==> config.mk <==
export PLATFORM = sky130hd
export DESIGN_NAME = clock_standby_select
export DESIGN_NICKNAME = d
export VERILOG_FILES = /design/src/hdl/clk_sel_pkg.sv /design/src/hdl/clk_div_core.sv /design/src/hdl/clock_standby_select.sv
export SDC_FILE = /design/constraint.sdc
export NUM_CORES = 1
export LEC_CHECK = 0
export ABC_CLOCK_PERIOD_IN_PS = 2000
export BUFFER_PORTS_ARGS = -buffer_cell sky130_fd_sc_hd__buf_2
export CAP_MARGIN = 15
export CORE_MARGIN = 1
export CORE_UTILIZATION = 50
export CTS_BUF_LIST = sky130_fd_sc_hd__clkbuf_2
export DETAILED_ROUTE_END_ITERATION = 10
export GPL_TIMING_DRIVEN = 1
export PLACE_DENSITY_LB_ADDON = 0.15
export SKIP_CTS_REPAIR_TIMING = 1
export SLEW_MARGIN = 15
export SYNTH_ARGS = -nofsm -noshare
export SYNTH_HDL_FRONTEND = slang
export SYNTH_SLANG_ARGS = --single-unit
==> constraint.sdc <==
create_clock -name aclk -period 2 [get_ports aclk]
set_clock_uncertainty 0.15 [all_clocks]
set_input_delay 0.4 -clock aclk [delete_from_list [all_inputs] [get_ports aclk]]
set_output_delay 0.4 -clock aclk [all_outputs]
set_load 0.02 [all_outputs]
==> src/hdl/clk_sel_pkg.sv <==
// constants, register map and carrier types of the clock and standby selector
// Overview of operation
// - power mode: 001 STOP, 010 SLEEP, 011 IDLE
// - bit 16 keeps pins active in STOP
// - bit 9 slow oscillator after STOP release
// - bit 8 fast oscillator after STOP release
// - bit 0 selects PLL or direct oscillator
// - bit 1 selects fast or slow system clock
// - status bit shows clock actually in use
// - PLL runs at four times oscillator
// - gear gives undivided, half, quarter, eighth
// - prescaler divides by 2 to 32
// - core clocks follow sysclock, stop in STOP, SLEEP and IDLE
// - tick timer clock is oscillator over 32
// - reset: oscillators run, PLL off, gear one
// - reset: fast, system, core and prescaler clocks equal oscillator; tick timer is oscillator over 32
// - gear codes 000, 100, 101, 110
// - prescale codes 000 through 101
package clk_sel_pkg;
	localparam logic [7:0] standby_control_addr     = 8'h00;
	localparam logic [7:0] pll_use_select_addr      = 8'h04;
	localparam logic [7:0] system_clock_select_addr = 8'h08;
	localparam logic [7:0] osc_control_addr         = 8'h0C;
	localparam logic [7:0] gear_control_addr        = 8'h10;

	localparam logic [2:0] mode_stop  = 3'h1;
	localparam logic [2:0] mode_sleep = 3'h2;
	localparam logic [2:0] mode_idle  = 3'h3;

	localparam int stop_pin_drive_bit      = 16;
	localparam int slow_osc_after_wake_bit = 9;
	localparam int fast_osc_after_wake_bit = 8;
	localparam int multiplier_use_bit      = 0;
	localparam int sysclock_select_bit     = 1;
	localparam int sysclock_status_bit     = 0;
	localparam int fast_osc_en_bit         = 8;
	localparam int slow_osc_en_bit         = 9;
	localparam int pll_on_bit              = 2;
	localparam int sleep_request_bit       = 4;
	localparam int periph_source_bit       = 12;
	localparam int prescale_lsb            = 8;

	localparam logic [2:0] gear_div1 = 3'h0;
	localparam logic [2:0] gear_div2 = 3'h4;
	localparam logic [2:0] gear_div4 = 3'h5;
	localparam logic [2:0] gear_div8 = 3'h6;
	localparam logic [2:0] presc_max = 3'h5;

	localparam logic [2:0] mode_reset     = 3'h3;
	localparam logic [1:0] resp_okay      = 2'h0;
	localparam logic [1:0] resp_slverr    = 2'h2;
	localparam int         pll_mult       = 4;
	localparam int         tick_div       = 32;
	localparam int         switch_stages  = 2;

	typedef enum logic [1:0] {sw_idle, sw_gate_off, sw_settle, sw_gate_on}
		switch_state_t;

	typedef struct packed {
		logic       stop_pin_drive;
		logic       slow_osc_after_wake;
		logic       fast_osc_after_wake;
		logic [2:0] power_mode_select;
	} standby_cfg_t;

	typedef struct packed {
		logic       fast_osc_en;
		logic       slow_osc_en;
		logic       pll_on;
		logic       pin_active;
		logic       core_run;
		logic       low_power;
	} clk_status_t;
endpackage

==> src/hdl/clk_div_core.sv <==
// power-of-two divider producing an enable pulse at the selected clock ratio
`timescale 1ns/1ns
module clk_div_core
	import clk_sel_pkg::*;
#(
	parameter int width = 8
)(
	// clock and reset
	input  wire logic             aclk,
	input  wire logic             aresetn,
	// source enable and divide ratio as a power of two
	input  wire logic             src_en,
	input  wire logic [2:0]       log2_div,
	// one-cycle enable at the divided rate
	output logic                  div_en
);
	logic [width-1:0] count_reg;
	logic [width-1:0] mask;

	assign mask = width'((1 << log2_div) - 1);

	always_ff @(posedge aclk)
	begin
		if (!aresetn)
			count_reg <= '0;
		else if (src_en)
			count_reg <= (count_reg & mask) == mask ? '0 : count_reg + 1'b1;
	end

	always_ff @(posedge aclk)
	begin
		if (!aresetn)
			div_en <= 1'b0;
		else
			div_en <= src_en && ((count_reg & mask) == mask);
	end
endmodule

==> src/hdl/clock_standby_select.sv <==
// clock source, gear, prescaler and standby control with lite register port
//
// Chosen here: the address map and the AXI4-Lite register port.
`timescale 1ns/1ns
module clock_standby_select
	import clk_sel_pkg::*;
(
	// clock and reset
	input  wire logic        aclk,
	input  wire logic        aresetn,
	// write address and data
	input  wire logic [7:0]  s_awaddr,
	input  wire logic        s_awvalid,
	output logic             s_awready,
	input  wire logic [31:0] s_wdata,
	input  wire logic [3:0]  s_wstrb,
	input  wire logic        s_wvalid,
	output logic             s_wready,
	// write response
	output logic [1:0]       s_bresp,
	output logic             s_bvalid,
	input  wire logic        s_bready,
	// read channels
	input  wire logic [7:0]  s_araddr,
	input  wire logic        s_arvalid,
	output logic             s_arready,
	output logic [31:0]      s_rdata,
	output logic [1:0]       s_rresp,
	output logic             s_rvalid,
	input  wire logic        s_rready,
	// oscillator ticks, one-cycle enables from the pads
	input  wire logic        osc_tick,
	input  wire logic        slow_osc_clock,
	input  wire logic        low_power_entry,
	input  wire logic        wake_event,
	// clock enable pulses and status
	output logic             high_speed_clock,
	output logic             sysclock_en,
	output logic             cpu_free_clock,
	output logic             prescaler_clock,
	output logic             tick_timer_clock,
	output clk_status_t      status
);
	standby_cfg_t  standby_reg;
	logic          multiplier_use_reg;
	logic          sysclock_sel_reg;
	logic          sysclock_source_status_reg;
	logic [2:0]    osc_reg;
	logic [2:0]    gear_reg;
	logic [2:0]    prescale_select_reg;
	logic          periph_source_select_reg;
	logic          sleep_req_reg;
	logic          low_power_reg;
	logic          src_now_reg;
	switch_state_t sw_state;
	logic [1:0]    settle_reg;
	logic [1:0]    pll_phase_reg;
	logic          aw_hold, w_hold;
	logic [7:0]    aw_addr_reg;
	logic [31:0]   w_data_reg;
	logic [3:0]    w_strb_reg;
	logic          wr_fire;
	logic          fast_en, gear_en, periph_en, presc_en, tick_en;
	logic          sys_raw;

	function automatic logic [2:0] gear_log2(input logic [2:0] code);
		if (code == gear_div2)
			return 3'h1;
		else if (code == gear_div4)
			return 3'h2;
		else if (code == gear_div8)
			return 3'h3;
		else
			return 3'h0;
	endfunction

	function automatic logic byte_wr(input int bitpos);
		return w_strb_reg[bitpos / 8];
	endfunction

	// write channel capture, either order
	assign wr_fire = aw_hold && w_hold && !s_bvalid;
	always_ff @(posedge aclk)
	begin
		if (!aresetn)
		begin
			aw_hold   <= 1'b0;
			w_hold    <= 1'b0;
			s_awready <= 1'b1;
			s_wready  <= 1'b1;
			aw_addr_reg <= 8'h00;
			w_data_reg  <= 32'h0000_0000;
			w_strb_reg  <= 4'h0;
		end
		else
		begin
			if (s_awvalid && s_awready)
			begin
				aw_hold     <= 1'b1;
				aw_addr_reg <= s_awaddr;
				s_awready   <= 1'b0;
			end
			if (s_wvalid && s_wready)
			begin
				w_hold     <= 1'b1;
				w_data_reg <= s_wdata;
				w_strb_reg <= s_wstrb;
				s_wready   <= 1'b0;
			end
			if (s_bvalid && s_bready)
			begin
				aw_hold   <= 1'b0;
				w_hold    <= 1'b0;
				s_awready <= 1'b1;
				s_wready  <= 1'b1;
			end
		end
	end

	always_ff @(posedge aclk)
	begin
		if (!aresetn)
		begin
			s_bvalid <= 1'b0;
			s_bresp  <= resp_okay;
		end
		else if (wr_fire)
		begin
			s_bvalid <= 1'b1;
			if (aw_addr_reg == standby_control_addr ||
			    aw_addr_reg == pll_use_select_addr ||
			    aw_addr_reg == system_clock_select_addr ||
			    aw_addr_reg == osc_control_addr ||
			    aw_addr_reg == gear_control_addr)
				s_bresp <= resp_okay;
			else
				s_bresp <= resp_slverr;
		end
		else if (s_bready)
			s_bvalid <= 1'b0;
	end

	// register writes; reserved bits are simply not stored
	always_ff @(posedge aclk)
	begin
		if (!aresetn)
		begin
			standby_reg <= '{1'b0, 1'b0, 1'b1, mode_reset};
			multiplier_use_reg <= 1'b0;
			sysclock_sel_reg   <= 1'b0;
			osc_reg            <= 3'b011;
			gear_reg           <= gear_div1;
			prescale_select_reg      <= 3'h0;
			periph_source_select_reg <= 1'b0;
			sleep_req_reg            <= 1'b0;
		end
		else if (wr_fire)
		begin
			if (aw_addr_reg == standby_control_addr)
			begin
				if (byte_wr(0))
					standby_reg.power_mode_select <= w_data_reg[2:0];
				if (byte_wr(8))
				begin
					standby_reg.slow_osc_after_wake <=
						w_data_reg[slow_osc_after_wake_bit];
					standby_reg.fast_osc_after_wake <=
						w_data_reg[fast_osc_after_wake_bit];
				end
				if (byte_wr(16))
					standby_reg.stop_pin_drive <=
						w_data_reg[stop_pin_drive_bit];
			end
			else if (aw_addr_reg == pll_use_select_addr)
			begin
				if (byte_wr(0))
					multiplier_use_reg <= w_data_reg[multiplier_use_bit];
			end
			else if (aw_addr_reg == system_clock_select_addr)
			begin
				if (byte_wr(0))
					sysclock_sel_reg <= w_data_reg[sysclock_select_bit];
			end
			else if (aw_addr_reg == osc_control_addr)
			begin
				if (byte_wr(8))
					osc_reg[1:0] <= {w_data_reg[fast_osc_en_bit],
					                 w_data_reg[slow_osc_en_bit]};
				if (byte_wr(0))
				begin
					osc_reg[2]    <= w_data_reg[pll_on_bit];
					sleep_req_reg <= w_data_reg[sleep_request_bit];
				end
			end
			else if (aw_addr_reg == gear_control_addr)
			begin
				if (byte_wr(0))
					gear_reg <= w_data_reg[2:0];
				if (byte_wr(8))
				begin
					prescale_select_reg <= w_data_reg[prescale_lsb +: 3];
					periph_source_select_reg <=
						w_data_reg[periph_source_bit];
				end
			end
		end
		else if (wake_event && low_power_reg &&
		         standby_reg.power_mode_select == mode_stop)
		begin
			// leaving stop: oscillators come back as software asked
			osc_reg[1] <= standby_reg.fast_osc_after_wake;
			osc_reg[0] <= standby_reg.slow_osc_after_wake;
		end
	end

	// read channel
	always_ff @(posedge aclk)
	begin
		if (!aresetn)
		begin
			s_arready <= 1'b1;
			s_rvalid  <= 1'b0;
			s_rdata   <= 32'h0000_0000;
			s_rresp   <= resp_okay;
		end
		else if (s_arvalid && s_arready)
		begin
			s_arready <= 1'b0;
			s_rvalid  <= 1'b1;
			s_rresp   <= resp_okay;
			s_rdata   <= 32'h0000_0000;
			if (s_araddr == standby_control_addr)
				s_rdata <= {15'h0000, standby_reg.stop_pin_drive, 6'h00,
				            standby_reg.slow_osc_after_wake,
				            standby_reg.fast_osc_after_wake, 5'h00,
				            standby_reg.power_mode_select};
			else if (s_araddr == pll_use_select_addr)
				s_rdata <= {31'h0000_0000, multiplier_use_reg};
			else if (s_araddr == system_clock_select_addr)
				s_rdata <= {30'h0000_0000, sysclock_sel_reg,
				            sysclock_source_status_reg};
			else if (s_araddr == osc_control_addr)
				s_rdata <= {22'h00_0000, osc_reg[0], osc_reg[1], 3'h0,
				            sleep_req_reg, 1'b0, osc_reg[2], 2'h0};
			else if (s_araddr == gear_control_addr)
				s_rdata <= {19'h0_0000, periph_source_select_reg, 1'b0,
				            prescale_select_reg, 5'h00, gear_reg};
			else
				s_rresp <= resp_slverr;
		end
		else if (s_rvalid && s_rready)
		begin
			s_rvalid  <= 1'b0;
			s_arready <= 1'b1;
		end
	end

	// low power entry and wake; oscillators restored per wake bits only on wake from STOP
	always_ff @(posedge aclk)
	begin
		if (!aresetn)
			low_power_reg <= 1'b0;
		else if (wake_event)
			low_power_reg <= 1'b0;
		else if (low_power_entry && sleep_req_reg &&
		         (standby_reg.power_mode_select == mode_stop ||
		          standby_reg.power_mode_select == mode_sleep ||
		          standby_reg.power_mode_select == mode_idle))
			low_power_reg <= 1'b1;
	end

	// pll: four output pulses per oscillator tick
	always_ff @(posedge aclk)
	begin
		if (!aresetn)
			pll_phase_reg <= 2'h0;
		else if (osc_tick)
			pll_phase_reg <= 2'(pll_mult - 1);
		else if (pll_phase_reg != 2'h0)
			pll_phase_reg <= pll_phase_reg - 2'h1;
	end
	assign fast_en = multiplier_use_reg && osc_reg[2] ?
		(osc_tick || pll_phase_reg != 2'h0) : osc_tick;

	// glitch free switch: gate, settle, select, then report
	always_ff @(posedge aclk)
	begin
		if (!aresetn)
		begin
			sw_state   <= sw_idle;
			src_now_reg <= 1'b0;
			settle_reg <= 2'h0;
			sysclock_source_status_reg <= 1'b0;
		end
		else
		begin
			case (sw_state)
			sw_idle:
				if (sysclock_sel_reg != src_now_reg)
					sw_state <= sw_gate_off;
			sw_gate_off:
			begin
				settle_reg <= 2'(switch_stages);
				sw_state   <= sw_settle;
			end
			sw_settle:
				if (settle_reg == 2'h0)
				begin
					src_now_reg <= sysclock_sel_reg;
					sw_state    <= sw_gate_on;
				end
				else
					settle_reg <= settle_reg - 2'h1;
			sw_gate_on:
			begin
				sysclock_source_status_reg <= src_now_reg;
				sw_state <= sw_idle;
			end
			default:
				sw_state <= sw_idle;
			endcase
		end
	end

	clk_div_core #(.width(3)) gear_div (
		.aclk     (aclk),
		.aresetn  (aresetn),
		.src_en   (fast_en),
		.log2_div (gear_log2(gear_reg)),
		.div_en   (gear_en)
	);

	assign periph_en = periph_source_select_reg ? fast_en : gear_en;

	clk_div_core #(.width(5)) presc_div (
		.aclk     (aclk),
		.aresetn  (aresetn),
		.src_en   (periph_en),
		.log2_div (prescale_select_reg > presc_max ?
		           3'h0 : prescale_select_reg),
		.div_en   (presc_en)
	);

	clk_div_core #(.width(5)) tick_div_i (
		.aclk     (aclk),
		.aresetn  (aresetn),
		.src_en   (osc_tick),
		.log2_div (3'($clog2(tick_div))),
		.div_en   (tick_en)
	);

	assign sys_raw = (sw_state == sw_idle || sw_state == sw_gate_on) &&
		(src_now_reg ? slow_osc_clock : gear_en);

	always_ff @(posedge aclk)
	begin
		if (!aresetn)
		begin
			high_speed_clock <= 1'b0;
			sysclock_en      <= 1'b0;
			cpu_free_clock   <= 1'b0;
			prescaler_clock  <= 1'b0;
			tick_timer_clock <= 1'b0;
			status           <= '0;
		end
		else
		begin
			high_speed_clock <= fast_en;
			sysclock_en      <= sys_raw;
			cpu_free_clock   <= sys_raw && !low_power_reg;
			prescaler_clock  <= prescale_select_reg == 3'h0 ?
				periph_en : presc_en;
			tick_timer_clock <= tick_en;
			status <= '{osc_reg[1], osc_reg[0], osc_reg[2],
				!(low_power_reg &&
				  standby_reg.power_mode_select == mode_stop) ||
				standby_reg.stop_pin_drive,
				!low_power_reg, low_power_reg};
		end
	end
endmodule

* Yosys cells after proc, flatten, opt, wreduce, memory -nomap -nowiden
Index checks and enable logic that the tools add are counted.
** Word-level totals
- Flip-flop bits (word level) :: 126
- Input bits :: 63
- Output and inout port bits :: 52
- Logic and storage cells :: 191
** Operators by class
- Add/sub/neg operators :: 7
- Magnitude comparators :: 1
- Equal/unequal tests :: 29
- Shift-type cells :: 2
- Multiplexer cells :: 42
- Bitwise logic cells :: 7
- Reduce and logical (&&, ||, !) cells :: 55
** Operators by type and width (count)
- $mux W13 :: 4
- $mux W2 :: 21
- $eq A8 B4 Y1 const B :: 4
- $logic_and A1 B1 Y1 :: 18
- $mux W17 :: 1
- $eq A8 B3 Y1 const B :: 2
- $eq A8 B5 Y1 const B :: 2
- $logic_not A8 Y1 :: 2
- $ne A2 B2 Y1 const B :: 7
- $reduce_and A7 Y1 :: 2
- $reduce_and A6 Y1 :: 2
- $reduce_bool A2 Y1 :: 6
- $add A5 B1 Y5 const B :: 2
- $mux W1 :: 10
- $mux W5 :: 2
- $eq A3 B3 Y1 const B :: 3
- $logic_or A1 B1 Y1 :: 9
- $reduce_and A3 Y1 :: 3
- $pmux W2 S4 :: 1
- $eq A3 B2 Y1 const B :: 2
- $mux W3 :: 2
- $reduce_and A2 Y1 :: 3
- $and A5 B5 Y5 :: 1
- $eq A5 B5 Y1 :: 1
- 23 further kinds :: 33

* Logic depth before layout (Yosys ltp)
- Word-level depth :: 9
- Mapped depth :: 7
- Gate-level depth less buffers :: 7

* Hierarchy
Synthesis repeated with hierarchy kept, for this count alone.
** Unflattened totals
- Cell total of the unflattened synthesis :: 485
- Area total of the unflattened synthesis :: 4484.3 um2
** By module, submodules not included
- clock_standby_select :: times used 1, cells each 392, area an instance 3583.4 um2, seq. area each 1541.5 um2
- clk_div_core at presc_div ... :: times used 2, cells each 33, area an instance 327.8 um2, seq. area each 120.1 um2
- clk_div_core at gear_div :: times used 1, cells each 27, area an instance 245.2 um2, seq. area each 80.1 um2

* Worst setup path after synthesis
Ideal clock, no wire load.
- Path kind :: register to register
- From :: register s_bvalid
- To :: register osc_reg[0]
- Setup time :: 121 ps
- Data arrival time :: 1568 ps
- Data required time :: 1729 ps
- Setup slack :: 162 ps
- Stages on the path, launching flop included :: 6
- Buffers on the path :: 1
- Period minus slack after synthesis :: 1838 ps
- Path through :: dfxtp_1 > and3b_1 > buf_4 > and3_1 > a32oi_1 > mux2_2
** Between the ends
- Cells in the longest elaborated chain, start to end :: 4
- Elaborated cells between the ends (all ways) :: 10
- Those cells by class :: eq/ne (5); mux (1); reduce/logical (4)
** Ends and longest elaborated chain
- from (decl) :: RTL line clock_standby_select.sv:21 : output logic s_bvalid,
- from (signal assigned) :: RTL line clock_standby_select.sv:124 : s_bvalid <= 1'b0;
- from (signal assigned) :: RTL line clock_standby_select.sv:129 : s_bvalid <= 1'b1;
- from (signal assigned) :: RTL line clock_standby_select.sv:140 : s_bvalid <= 1'b0;
- $logic_not A1 Y1 * :: RTL line clock_standby_select.sv:82 : assign wr_fire = aw_hold && w_hold && !s_bvalid;
- $logic_and A1 B1 Y1 * :: RTL line clock_standby_select.sv:82
- $ne A2 B1 Y1 (no line), or another cell as far along
- $reduce_and A6 Y1 (no line)
- to (signal assigned) :: RTL line clock_standby_select.sv:187 : osc_reg[1:0] <= {w_data_reg[fast_osc_en_bit],
- to (signal assigned) :: RTL line clock_standby_select.sv:212 : osc_reg[0] <= standby_reg.slow_osc_after_wake;
- to (decl) :: RTL line clock_standby_select.sv:48 : logic [2:0] osc_reg;
Mark *: on every way between the ends. The rest lies on a longest branch, timed or not.
A chain may end at the register's enable or synchronous reset.

* Worst setup path in the final report
- From :: register aw_addr_reg[6]
- To :: register standby_reg[2] (netlist bit)
** Between the ends
- Cells in the longest elaborated chain, start to end :: 2
** Ends and longest elaborated chain
- from (decl) :: RTL line clock_standby_select.sv:59 : logic [7:0] aw_addr_reg;
- from (signal assigned) :: RTL line clock_standby_select.sv:100 : aw_addr_reg <= s_awaddr;
- $logic_not A8 Y1 :: RTL line clock_standby_select.sv:159 : if (aw_addr_reg == standby_control_addr)
- $reduce_and A3 Y1 (no line)
- to (signal assigned) :: RTL line clock_standby_select.sv:148 : standby_reg <= '{1'b0, 1'b0, 1'b1, mode_reset};
- to (decl) :: RTL line clock_standby_select.sv:44 : standby_cfg_t standby_reg;
No other way between the ends.

==> results.yml <==
die:
  io_pins: 115
  rows: 33
  core-area_um2: 8180
  die_x_um: 93.8
  initial_core_util_pct: 51.5
  die-area_um2: 8790
  die_y_um: 93.8
clock_network:
  cts_made_buffers: 9
  cts_num_sinks: 93
  cts-root-buf: "clkbuf_2"
  cts_htree_levels: 3
  clk_path_buf_depth: 2
  cts_tree: "built"
  insertion_delay_ps: 510
  cts.clk_slew.worst_paths_ps: 240
synthesis:
  ys_seq_area_share_pct: 44.2
  synthArstFlopShare_pct: 0
  ys.flop_type: "dfxtp_1"
  synthCells: 480
  ys_types: 54
  synth_seq_cells: 93
  syn_area_um2: 4210
  synth.avg_cell_area_um2: 8.77
  yosys_warnings: 0
  synth-edff-count: 0
power_and_ir_drop:
  peakVddDrop_uv: 402
  p_sw_share_pct: 28.5
  pwr-share-seq_pct: 58.8
  pwr-share-clk_pct: 26.0
  pwr_density_cell_nw_per_um2: 682
  p_int_mw: 2.43
  power_switching_uw: 967
  p_comb_share_pct: 15.2
  p_leak_nw: 2.15
placed_design:
  gp_congestion: 0.850
  dp_slack_ps: -11.2
  portBuffers: 65
  dp.cells: 648
  dpl_cell_area_um2: 4640
  dp_hpwl_mm: 6.45
detailed_routing:
  final_antenna_net_count: 0
  drt-met1-wl_mm: 4.35
  met3_length_um: 363
  firstDrtPassIters: 4
  vias_per_cell: 5.17
  wl_mm: 8.92
  drc_errors: 0
  top_layer: "met4"
  wl_met2_mm: 4.08
  wl_per_cell_um: 13.0
  vias: 3550
  drt_iter0_drc: 131
sta:
  setup_ws_ps: 88.4
  rsz0062_at_grt: "true"
  tns_ps: 0
  max_freq_ghz: 0.523
  setup_viol: 0
  finalWorstPathRequiredPeriod_ps: 1910
  hold_violations: 0
  slew_viol_final: 0
  fin_crit_sh_pct: 95.6
critical_path:
  worstPathRequired_ps: 2320
  worstSetupStartpointType: "flip-flop"
  crit_type: "reg2reg"
  cp.arrival_ps: 2230
  regToRegSetupSlack_ps: 90
  crit_path_end_kind: "flip-flop"
  cp_max_fo: 6
grt:
  grt_pass1_wl_mm: 14.5
  antenna_found_initial: 0
  grt_pass1_vias: 3137
  grt_start_max_net_pins: 45
  overflow: 0
  track_usage_pct: 20.8
cells_and_area:
  final_area_um2: 4980
  nFillCells: 768
  drive_gt1_share_pct: 19.8
  n_antenna_cell: 0
  multi_input_area_um2: 2090
  layout_common_cells: "92 x dfxtp_1, 84 x nand2_1, 65 x buf_2, 42 x a21oi_1, 25 x conb_1"
  fin_nets: 655
  seqCellArea_um2: 1860
  instances_no_fill: 687
  utilization_pct: 61.0
  area_growth_pct: 18.4
  final_common_cell: "dfxtp_1"
hold_path:
  hp-class: "in2reg"
run:
  maxCapViolCount: 0
outcome:
  status: "completed"
## power by group through the flow
stage	registers (mW)	clock network, mW	logic (mW)
6_report	2.00	0.885	0.515
2_1_floorplan	2.05	0	0.352
3_3_place_gp	2.03	0	0.468
3_5_place_dp	2.04	0	0.479
5_1_grt	2.01	0.969	0.583
4_1_cts	2.00	0.906	0.482
## through the flow
step	hold WS, ps	power, mW
2_1_floorplan	262	2.40
5_1_grt	28.5	3.57
6_report	20.0	3.40
3_3_place_gp	267	2.50
3_5_place_dp	275	2.52
4_1_cts	-126	3.39
## per-layer routing
metal / vias up / track usage [%]
met5: - / 0
met2: 89 / 33.9
met1: 1644 / 27.9
li1: 1808 / -
met3: 9 / 3.16
met4: 0 / 7.31
## worst max-delay path, stage by stage (launching register included)
cell	delay (ps)
dfxtp_1	360
or4_4	580
nor4b_4	400
and2_4	230
mux2i_1	160
## Yosys cell counts (4+ instances only)
cell type,n,area share (%)
and3_1,5,0.74
and2_1,7,1.0
nand2b_1,6,0.89
mux2i_1,24,5.7
clkbuf_1,14,1.2
nand3_1,19,2.3
ha_1,14,4.2
dfxtp_1,93,44
a211oi_1,8,1.4
a22o_1,6,1.2
a31oi_1,4,0.59
nor3_1,5,0.59
xnor2_1,6,1.2
buf_4,26,4.6
buf_1,4,0.36
inv_1,22,2.0
nor2b_1,5,0.74
nor2_1,23,2.1
nand2_1,84,7.5
o21ai_0,12,1.4
a21oi_1,42,5.0
## worst paths after layout
path                      from               end  cells past startpoint
max             aw_addr_reg[6]    standby_reg[2]                      4
min                   s_bready          s_wready                      3
max reg2reg     aw_addr_reg[6]    standby_reg[2]                      4
min reg2reg  tick_div_i.div_en  tick_timer_clock                      1
## cell families (layout without fill, tap and decap cells)
family / Yosys count / after routing / share of synthesized area [%]
fa+ha+maj: 14 / 14 / 4.16
mux: 27 / 27 / 6.51
xor+xnor: 6 / 6 / 1.25
flops: 93 / 93 / 44.2
compound gates: 92 / 92 / 13.7
other cells: 1 / 25 / 0.0891
simple gates: 181 / 181 / 21.9
buf+inv: 66 / 144 / 8.20
## area by class of cell
type / count / area share, %
timing repair buffer: 107 / 14.3
multi-input combinational: 345 / 42.0
tap: 105 / 2.64
clock inverter: 5 / 1.05
inverter: 22 / 1.66
clock buffer: 10 / 1.00
sequential: 93 / 37.4
Note: power is estimated with default switching activity, not from simulation.
